<file path="src/shared/pause_tx_regs.vh">
`ifndef PAUSE_TX_REGS_VH
`define PAUSE_TX_REGS_VH
// Number of pause classes: eight priorities plus one global class.
`define PAUSE_CLASSES 9
// Index of the global pause class on every class-wide bus.
`define GLOBAL_CLASS 4'h8
// Width of quanta and refresh interval values.
`define QUANTA_W 16
// Steady time the requester must give each request bit, in cycles.
`define REQ_STEADY_CYCLES 16
// Frame kind codes on the frame request port.
`define KIND_PRIORITY 1'h0
`define KIND_GLOBAL 1'h1
// Class-enable vector length for a priority frame.
`define PRIO_VEC_W 8
`endif
</file>
<file path="src/rtl/refresh_timer.v">
`timescale 1ns/1ps
// One class's refresh countdown: it asks for a frame when the request
// rises, and again each time the interval expires while still requested.
module refresh_timer #(
    parameter W = 16
) (
    // Clock and reset.
    input wire core_clk,
    input wire rst,
    // Class control.
    input wire request,
    input wire [W-1:0] interval,
    input wire restart,
    input wire sent,
    // Pending flag for the scheduler.
    output wire pending
);
    reg [W-1:0] count_reg;   // Cycles left before the next refresh.
    reg pend_reg;            // A frame for this class is owed.
    reg req_d_reg;           // Request seen last cycle.
    reg armed_reg;           // Countdown is running.

    assign pending = pend_reg;

    // Countdown and pending flag; a new need wins over a same-cycle send.
    always @(posedge core_clk or posedge rst) begin
        if (rst) begin
            count_reg <= {W{1'b0}};
            pend_reg <= 1'b0;
            req_d_reg <= 1'b0;
            armed_reg <= 1'b0;
        end else begin
            req_d_reg <= request;
            if (!request) begin
                // Stop scheduling refreshes; an owed frame may still go.
                armed_reg <= 1'b0;
                if (sent) begin
                    pend_reg <= 1'b0;
                end
            end else if (restart || !req_d_reg) begin
                // Rising request or resend: owe a frame, restart count.
                pend_reg <= 1'b1;
                count_reg <= interval;
                armed_reg <= 1'b1;
            end else if (armed_reg && count_reg == {W{1'b0}}) begin
                // Interval expired while still requested.
                pend_reg <= 1'b1;
                count_reg <= interval;
            end else begin
                if (armed_reg) begin
                    count_reg <= count_reg - {{(W-1){1'b0}}, 1'b1};
                end
                if (sent) begin
                    pend_reg <= 1'b0;
                end
            end
        end
    end
endmodule

</file>
<file path="src/rtl/tx_pause_frame_request.v">
`timescale 1ns/1ps
`include "pause_tx_regs.vh"
module tx_pause_frame_request #(
    // Width of every quanta and interval value.
    parameter QW = `QUANTA_W
) (
    // Clock and reset.
    input wire core_clk,
    input wire rst,
    // Pause request controls from user logic. All of them are levels in
    // the transmit clock domain; requests sampled on every edge, quanta as an offer opens.
    input wire [8:0] pause_request_bus,
    input wire [QW-1:0] priority0_quanta_value,
    input wire [QW-1:0] priority1_quanta_value,
    input wire [QW-1:0] priority2_quanta_value,
    input wire [QW-1:0] priority3_quanta_value,
    input wire [QW-1:0] priority4_quanta_value,
    input wire [QW-1:0] priority5_quanta_value,
    input wire [QW-1:0] priority6_quanta_value,
    input wire [QW-1:0] priority7_quanta_value,
    input wire [QW-1:0] global_quanta_value,
    // Refresh intervals in clock cycles, one per class.
    input wire [QW-1:0] priority0_refresh_interval,
    input wire [QW-1:0] priority1_refresh_interval,
    input wire [QW-1:0] priority2_refresh_interval,
    input wire [QW-1:0] priority3_refresh_interval,
    input wire [QW-1:0] priority4_refresh_interval,
    input wire [QW-1:0] priority5_refresh_interval,
    input wire [QW-1:0] priority6_refresh_interval,
    input wire [QW-1:0] priority7_refresh_interval,
    input wire [QW-1:0] global_refresh_interval,
    // One-cycle resend request.
    input wire resend_pending_pulse,
    // Frame request to the transmit framer. The offer stands until the
    // framer's ready, and the frame data stands with it.
    output wire frame_valid,
    input wire frame_ready,
    input wire frame_in_flight,
    output reg frame_kind,
    output reg [7:0] frame_class_enable,
    output reg [8*QW-1:0] frame_quanta,
    // Transmitted pause status.
    // One-cycle pulse per class, in the cycle after the hand-over.
    output reg [8:0] pause_sent_status
);
    // States of the frame scheduler, one-hot. IDLE looks for owed classes,
    // OFFER holds one frame on the framer port until it is taken, and DONE
    // gives the per-class timers one cycle to drop their pending flags so
    // the same class is not offered twice for one need.
    localparam [2:0] ST_IDLE = 3'h1; // Waiting for an owed class.
    localparam [2:0] ST_OFFER = 3'h2; // Frame offered to the framer.
    localparam [2:0] ST_DONE = 3'h4; // Settling after a hand-over.

    // Scheduler and resend bookkeeping.
    reg [2:0] state_reg; // Scheduler state.
    reg resend_hold_reg; // Resend seen, waiting for idle line.
    reg [8:0] sent_reg; // One-cycle send strobes per class.
    // Per-class flags and flattened value buses, class 8 on top.
    wire [8:0] pending; // Owed frames per class.
    wire [QW*9-1:0] quanta_all; // Quanta of all classes.
    wire [QW*9-1:0] interval_all; // Refresh intervals of all classes.
    wire restart; // Resend takes effect this cycle.

    // Status and retire vector of a frame: only the global class for a
    // global frame, otherwise one bit per priority the frame carries.
    // Both the status pulse and the timers' send strobes use it, so the
    // two can never disagree about which classes were served.
    function [8:0] sent_vector;
        input kind;
        input [7:0] enable;
        begin
            if (kind == `KIND_GLOBAL) begin
                // Global frames report on the top bit alone.
                sent_vector = 9'h100;
            end else begin
                // Priority frames report every class they carry.
                sent_vector = {1'b0, enable};
            end
        end
    endfunction

    // Gather the per-class quanta into one bus so the scheduler can pick a
    // slot by class index; the global value sits in slot 8.
    assign quanta_all = {global_quanta_value, priority7_quanta_value,
        priority6_quanta_value, priority5_quanta_value,
        priority4_quanta_value, priority3_quanta_value,
        priority2_quanta_value, priority1_quanta_value,
        priority0_quanta_value};
    // Gather the refresh intervals the same way; each timer takes its own
    // slot, and slot 8 times the global class.
    assign interval_all = {global_refresh_interval,
        priority7_refresh_interval, priority6_refresh_interval,
        priority5_refresh_interval, priority4_refresh_interval,
        priority3_refresh_interval, priority2_refresh_interval,
        priority1_refresh_interval, priority0_refresh_interval};

    // A resend takes effect only once the frame in flight completes. A
    // pulse that lands on an idle line acts at once; one that lands on a
    // busy line is held and acts in the first cycle the line is free.
    assign restart = (resend_hold_reg || resend_pending_pulse) &&
        !frame_in_flight;

    // One refresh timer per class. Each timer owns one bit of the pending
    // bus; the scheduler retires a class through its send strobe.
    genvar g; // Class index of the timer array.
    generate
        for (g = 0; g < `PAUSE_CLASSES; g = g + 1) begin : cls
            refresh_timer #(.W(QW)) u_timer (
                .core_clk(core_clk),
                .rst(rst),
                .request(pause_request_bus[g]),
                .interval(interval_all[g*QW +: QW]),
                .restart(restart),
                .sent(sent_reg[g]),
                .pending(pending[g])
            );
        end
    endgenerate

    // The offer is a plain decode of the state so that it drops in the
    // cycle after the framer's ready, with no extra register in the way.
    assign frame_valid = (state_reg == ST_OFFER);

    // Hold a resend pulse until the line is free.
    always @(posedge core_clk or posedge rst) begin
        if (rst) begin
            // No resend is owed out of reset.
            resend_hold_reg <= 1'b0;
        end else if (resend_pending_pulse && frame_in_flight) begin
            // Line busy: remember the pulse.
            resend_hold_reg <= 1'b1;
        end else if (!frame_in_flight) begin
            // Line free: a held pulse has just been applied.
            resend_hold_reg <= 1'b0;
        end
    end

    // Scheduler: global frames first, then all owed priorities together.
    // Priority classes owed at the same time share one frame, each slot
    // carrying its own quanta; the frame data is captured as the offer
    // opens and then holds still until the framer takes it.
    always @(posedge core_clk or posedge rst) begin
        if (rst) begin
            // All outputs idle out of reset.
            state_reg <= ST_IDLE;
            frame_kind <= `KIND_PRIORITY;
            frame_class_enable <= 8'h00;
            frame_quanta <= {(8*QW){1'b0}};
            sent_reg <= 9'h000;
            pause_sent_status <= 9'h000;
        end else begin
            // Strobes last one cycle unless set again below.
            sent_reg <= 9'h000;
            pause_sent_status <= 9'h000;
            case (state_reg)
                ST_IDLE: begin
                    if (pending[`GLOBAL_CLASS]) begin
                        // Global frame with the global quanta.
                        frame_kind <= `KIND_GLOBAL;
                        frame_class_enable <= 8'h00;
                        frame_quanta <= {{(7*QW){1'b0}},
                            quanta_all[8*QW +: QW]};
                        state_reg <= ST_OFFER;
                    end else if (pending[7:0] != 8'h00) begin
                        // Priority frame, each slot its own quanta.
                        frame_kind <= `KIND_PRIORITY;
                        frame_class_enable <= pending[7:0];
                        frame_quanta <= quanta_all[8*QW-1:0];
                        state_reg <= ST_OFFER;
                    end else begin
                        // Nothing owed: stay idle.
                        state_reg <= ST_IDLE;
                    end
                end
                ST_OFFER: begin
                    // Frame data holds while the framer stalls.
                    if (frame_ready) begin
                        // Framer took it: report and retire the classes.
                        sent_reg <= sent_vector(frame_kind,
                            frame_class_enable);
                        pause_sent_status <= sent_vector(frame_kind,
                            frame_class_enable);
                        state_reg <= ST_DONE;
                    end
                end
                ST_DONE: begin
                    // One settling cycle so pending flags drop.
                    // A class still requested re-arms through its timer.
                    state_reg <= ST_IDLE;
                end
                default: begin
                    // An illegal code falls back to idle.
                    state_reg <= ST_IDLE;
                end
            endcase
        end
    end
endmodule

</file>
<file path="config.mk">
export PLATFORM = sky130hd
export DESIGN_NAME = tx_pause_frame_request
export DESIGN_NICKNAME = d
export VERILOG_FILES = /design/src/rtl/refresh_timer.v /design/src/rtl/tx_pause_frame_request.v
export VERILOG_INCLUDE_DIRS = /design/src /design/src/shared
export SDC_FILE = /design/constraint.sdc
export NUM_CORES = 1
export LEC_CHECK = 0
export ABC_CLOCK_PERIOD_IN_PS = 13000
export BUFFER_PORTS_ARGS = -buffer_cell sky130_fd_sc_hd__buf_4
export CAP_MARGIN = 40
export CORE_MARGIN = 4
export CORE_UTILIZATION = 53
export CTS_CLUSTER_DIAMETER = 50
export DETAILED_ROUTE_END_ITERATION = 6
export PLACE_DENSITY = 0.78
export SLEW_MARGIN = 20
export SYNTH_ARGS = -nofsm -noshare
export SYNTH_HDL_FRONTEND = slang
export SYNTH_SLANG_ARGS = --single-unit
export TNS_END_PERCENT = 50
</file>
<file path="constraint.sdc">
create_clock -name core_clk -period 13 [get_ports core_clk]
set_clock_uncertainty 0.1 [all_clocks]
set_input_delay 2.6 -clock core_clk [delete_from_list [all_inputs] [get_ports core_clk]]
set_output_delay 2.6 -clock core_clk [all_outputs]
set_load 0.01 [all_outputs]
</file>
**Word-level counts from Yosys, hierarchy flattened**

Cells that the tools add are included.

- Flip-flop bits (word level): 321
- Word-level logic and storage cells: 221

- $add $sub $neg: 9
- Equality and inequality tests: 13
- Multiplexer cells: 96
- Reduce and logical (&&, ||, !) cells: 61

Operators with widths:

| kind | number |
|---|---|
| two-way mux 16 bit | 27 |
| two-way mux 128 bit | 2 |
| logical NOT 16 bit | 9 |
| subtractor 16 x 1 -> 16 bit, second input constant | 9 |
| two-way mux 1 bit | 58 |
| two-way mux 9 bit | 3 |
| nonzero test 3 bit | 9 |
| != test 2 x 1 -> 1 bit, second input constant | 11 |
| AND reduction 2 bit | 10 |
| two-way mux 8 bit | 2 |
| logical AND 1 bit | 11 |
| logical NOT 1 bit | 10 |
| logical OR 1 bit | 10 |
| nonzero test 8 bit | 1 |
| case mux 3 bit (2 select lines) | 1 |
| two-way mux 2 bit | 2 |
| equality test 3 x 1 -> 1 bit, second input constant | 1 |
| equality test 3 x 2 -> 1 bit, second input constant | 1 |
| two-way mux 3 bit | 1 |
| nonzero test 2 bit | 1 |

**Depth between registers and ports, before layout**

- Depth in word-level cells: 5
- Gate-level depth with buffers: 9
- Depth with buffers taken out: 7

**Modules after synthesis**

Synthesis repeated with hierarchy kept, for this count alone.

- Cells, all modules: 1675
- Area, all modules: 16523.3 µm²

Modules (own cells, without submodules):

| module | instances | cells an instance | area an instance (µm²) | sequential area each (µm²) |
|---|---|---|---|---|
| refresh_timer (cls[0].u_timer ...) | 5 | 133 | 1183.6 | 475.5 |
| tx_pause_frame_request | 1 | 482 | 5875.6 | 3754.9 |
| refresh_timer (cls[5].u_timer ...) | 4 | 132 | 1182.4 | 475.5 |

**Worst setup path before layout**

No wires, ideal clock.

- Path type: input -> register
- From: in resend_pending_pulse
- To: reg cls[5].u_timer.count_reg[3]
- Library setup time: 0.132 ns
- Arrival: 4.190 ns
- Required time: 12.768 ns
- Path slack: 8.579 ns
- Cell stages on the path: 7
- Path buffers: 2
- Cell sequence: o21bai_1 > clkbuf_1 > nand2_1 > a41oi_2 > clkbuf_1 > mux2i_1 > o2bb2ai_1

- Word-level cells in the longest chain between the ends: 5

Ends and longest elaborated chain:

| item | RTL line | source |
|---|---|---|
| from (decl) | tx_pause_frame_request.v:33 | `input wire resend_pending_pulse,` |
| logical OR 1 bit (*) | tx_pause_frame_request.v:100 | `assign restart = (resend_hold_reg \|\| resend_pending_pulse) &&` |
| logical AND 1 bit (*) | tx_pause_frame_request.v:100 |  |
| logical OR 1 bit (*) | refresh_timer.v:40 | `end else if (restart \|\| !req_d_reg) begin` |
| nonzero test 3 bit (no line) | -- |  |
| AND reduction 2 bit (no line) | -- |  |
| to (signal assigned) | refresh_timer.v:43 | `count_reg <= interval;` |
| to (signal assigned) | refresh_timer.v:48 | `count_reg <= interval;` |
| to (signal assigned) | refresh_timer.v:51 | `count_reg <= count_reg - {{(W-1){1'b0}}, 1'b1};` |
| to (decl) | refresh_timer.v:18 | `reg [W-1:0] count_reg;` |

Every way passes the cells marked *; elsewhere a longest branch is shown, timed or not.
A chain may end at the register's enable or synchronous reset.

**Worst setup path in the final report**

- From: in frame_in_flight
- To: reg cls[7].u_timer.count_reg[13]

- Word-level cells in the longest chain between the ends: 5

Ends and longest elaborated chain:

| item | RTL line | source |
|---|---|---|
| from (decl) | tx_pause_frame_request.v:38 | `input wire frame_in_flight,` |
| logical NOT 1 bit (*) | -- |  |
| logical AND 1 bit (*) | tx_pause_frame_request.v:100 |  |
| logical OR 1 bit (*) | refresh_timer.v:40 |  |
| nonzero test 3 bit (no line) | -- |  |
| AND reduction 2 bit (no line) | -- |  |
| to (signal assigned) | refresh_timer.v:43 |  |
| to (signal assigned) | refresh_timer.v:48 |  |
| to (signal assigned) | refresh_timer.v:51 |  |
| to (decl) | refresh_timer.v:18 |  |

Marked as above.

==> flow_metrics.tcl <==
set metrics [dict create \
    arrival_ns 4.76 \
    place_inst 2557 \
    grt_max_degree 102 \
    clock_latency_ns 0.52 \
    grt_usage_pct 29.7 \
    postCtsSetupBuffers 0 \
    maxCapViolations 0 \
    synth.net_count 2113 \
    vias 15600 \
    grt_pass1_wl_um 80900 \
    min_path_type "reg -> reg" \
    p_leak_nw 9.78 \
    power_frac_comb_pct 29.7 \
    synth_cells 1802 \
    die_w_um 183 \
    fmax_ghz 0.222 \
    synth-seq-cells 321 \
    slew_headroom_pct 44.8 \
    power_density_mw_per_mm2 173 \
    numCtsBuffers 40 \
    antenna_found_initial 9 \
    crit_type "in -> reg" \
    fillers 2299 \
    synth_area_per_cell_um2 8.97 \
    first_pass_iters 6 \
    ctsHoldBuffers 0 \
    top_layer_used "met5" \
    ant_nets 0 \
    ios 449 \
    m1WireLength_um 20000 \
    yosysWarningCount 0 \
    synth_ff_type "dfrtp_1" \
    synth_edf_count 0 \
    largest_reg_flops 144 \
    finalNonFillerCells 2639 \
    cts.sinks 321 \
    route.detailed.drc 0 \
    rsz0062_at_grt "false" \
    power.switching_mw 1.27 \
    cts.repair.resized 0 \
    wire_per_inst_um 19.6 \
    synth_common_cells "nand2_1, dfrtp_1, o21ai_0, clkbuf_1" \
    fin_nets 2524 \
    gp_congestion 0.945 \
    period_needed_ns 4.50 \
    crit_fanout 29 \
    slew_violations 0 \
    sequentialPowerShare_pct 38.9 \
    finalCritPeriodShare_pct 34.6 \
    status "finished clean" \
    power.internal_mw 2.42 \
    syn_area_mm2 0.0162 \
    p_total_mw 3.69 \
    area.growth.synth_to_final_pct 31.7 \
    cts_tree "yes" \
    p_clk_share_pct 31.4 \
    cts_buffer_depth 3 \
    port_buffers 448 \
    dpl.hpwl_um 37800 \
    critPathCaptureType "flop" \
    p_sw_share_pct 34.4 \
    setup_viol 0 \
    synth_cell_type_count 76 \
    synth_area_leaders "dfrtp_1, nand2_1, o21ai_0" \
    cts.clk_slew.worst_paths_ns 0.06 \
    irDropWorstVdd_v 0.000129 \
    finalSetupTns_ns 0 \
    yosysMostFrequentCell "nand2_1" \
    tightest_slew_ns 0.828 \
    die_area_mm2 0.0334 \
    critPathRequiredTime_ns 13.26 \
    synthArstFlopShare_pct 100 \
    synth_top_cell_by_area "dfrtp_1" \
    grt_pass1_vias 15300 \
    drive_above_1_share_pct 26.1 \
    wl_met3_um 4500 \
    start_kind "input port" \
    h-tree-depth 2 \
    dr.first_iter.drc_count 1130 \
    overflow 0 \
    yosysSeqAreaShare_pct 49.7 \
    vias_per_cell 5.91 \
    dieHeight_um 183 \
    row_count 63 \
    wl_um 51600 \
    synth_top_area_share_pct 49.5 \
    wl_met2_um 25400 \
    hold_viol 0 \
    initial_core_util_pct 54.1 \
    cts_root_buf "clkbuf_16" \
    core-area_mm2 0.0299 \
]
[per-layer routing]
layer / up-vias / GRT usage [%]
li1: 7308 / -
met1: 7553 / 38.1
met2: 623 / 49.3
met3: 101 / 7.91
met4: 4 / 9.82
met5: - / 0
[through the flow]
stage	setup WS [ns]	hold WS, ns	utilization, %	area, um2
2_1_floorplan	1.42	0.326	-	16200
3_3_place_gp	7.64	0.342	65.9	19700
3_5_place_dp	7.98	0.344	66.4	19800
4_1_cts	8.54	0.351	71.0	21200
5_1_grt	8.27	0.382	71.3	21300
6_report	8.50	0.344	71.3	21300
[path summary, 6_finish.rpt]
| path | start | to | slack, ns | cells past startpoint |
|---|---|---|---|---|
| max | frame_in_flight | cls[7].u_timer.count_reg[13] | 8.50 | 10 |
| min | sent_reg[4] | cls[4].u_timer.pending | 0.34 | 1 |
| max reg2reg | cls[4].u_timer.count_reg[0] | cls[4].u_timer.count_reg[8] | 9.72 | 8 |
| min reg2reg | sent_reg[4] | cls[4].u_timer.pending | 0.34 | 1 |
| max in group asynchronous | rst | frame_quanta[103] | 9.09 | 5 |
| min in group asynchronous | rst | cls[0].u_timer.count_reg[7] | 2.12 | 2 |
[layout by cell type (no fill, tap or decap), types with 13 or more instances in the layout]
master / count
buf_4: 473
nand2_1: 364
dfrtp_1: 320
o21ai_0: 215
inv_1: 73
nand3_1: 73
a21oi_1: 68
mux2i_1: 60
nor2_1: 57
nor3_1: 51
clkbuf_16: 41
nor4_1: 29
a2bb2oi_1: 28
a22oi_1: 25
or4_1: 24
and3_1: 22
or3_1: 21
o31ai_1: 17
o211ai_1: 17
o311ai_0: 16
nand4_1: 13
and2_1: 13
a211o_1: 13
[cell families (layout without fill, tap and decap cells)]
family          Yosys count  after routing  share of synthesized area [%]
simple gates            719            719                           21.0
other cells               0              8                              0
buf+inv                 189            628                           4.85
compound gates          504            504                           20.0
fa+ha+maj                 9              9                          0.697
flops                   321            321                           49.7
mux                      60             60                           3.72
[power by group through the flow]
stage / Combinational, mW / Sequential (mW) / Clock, mW
2_1_floorplan: 0.555 / 1.47 / 0
3_3_place_gp: 1.04 / 1.43 / 0
3_5_place_dp: 1.08 / 1.44 / 0
4_1_cts: 1.08 / 1.43 / 1.18
5_1_grt: 1.21 / 1.47 / 1.22
6_report: 1.09 / 1.43 / 1.16
[layout make-up]
class / count / area (um2) / share of cell area, %
Multi-Input combinational cell: 1292 / 7360 / 34.6
Tap cell: 390 / 488 / 2.29
Antenna cell: 8 / 20.0 / 0.0940
Clock buffer: 50 / 1130 / 5.31
Inverter: 76 / 294 / 1.38
Clock inverter: 20 / 255 / 1.20
Sequential cell: 321 / 8030 / 37.7
Timing Repair Buffer: 482 / 3710 / 17.4
[critical path, stage by stage]
cell and delay, ns:
buf_4 0.12, o21bai_1 0.17, buf_4 0.21, nand2_1 0.17, o21ai_1 0.07, buf_4 0.19, inv_1 0.60, nand3_1 0.23
o221ai_1 0.24, o311ai_0 0.15
No activity file was read; power rests on OpenSTA's default activity.
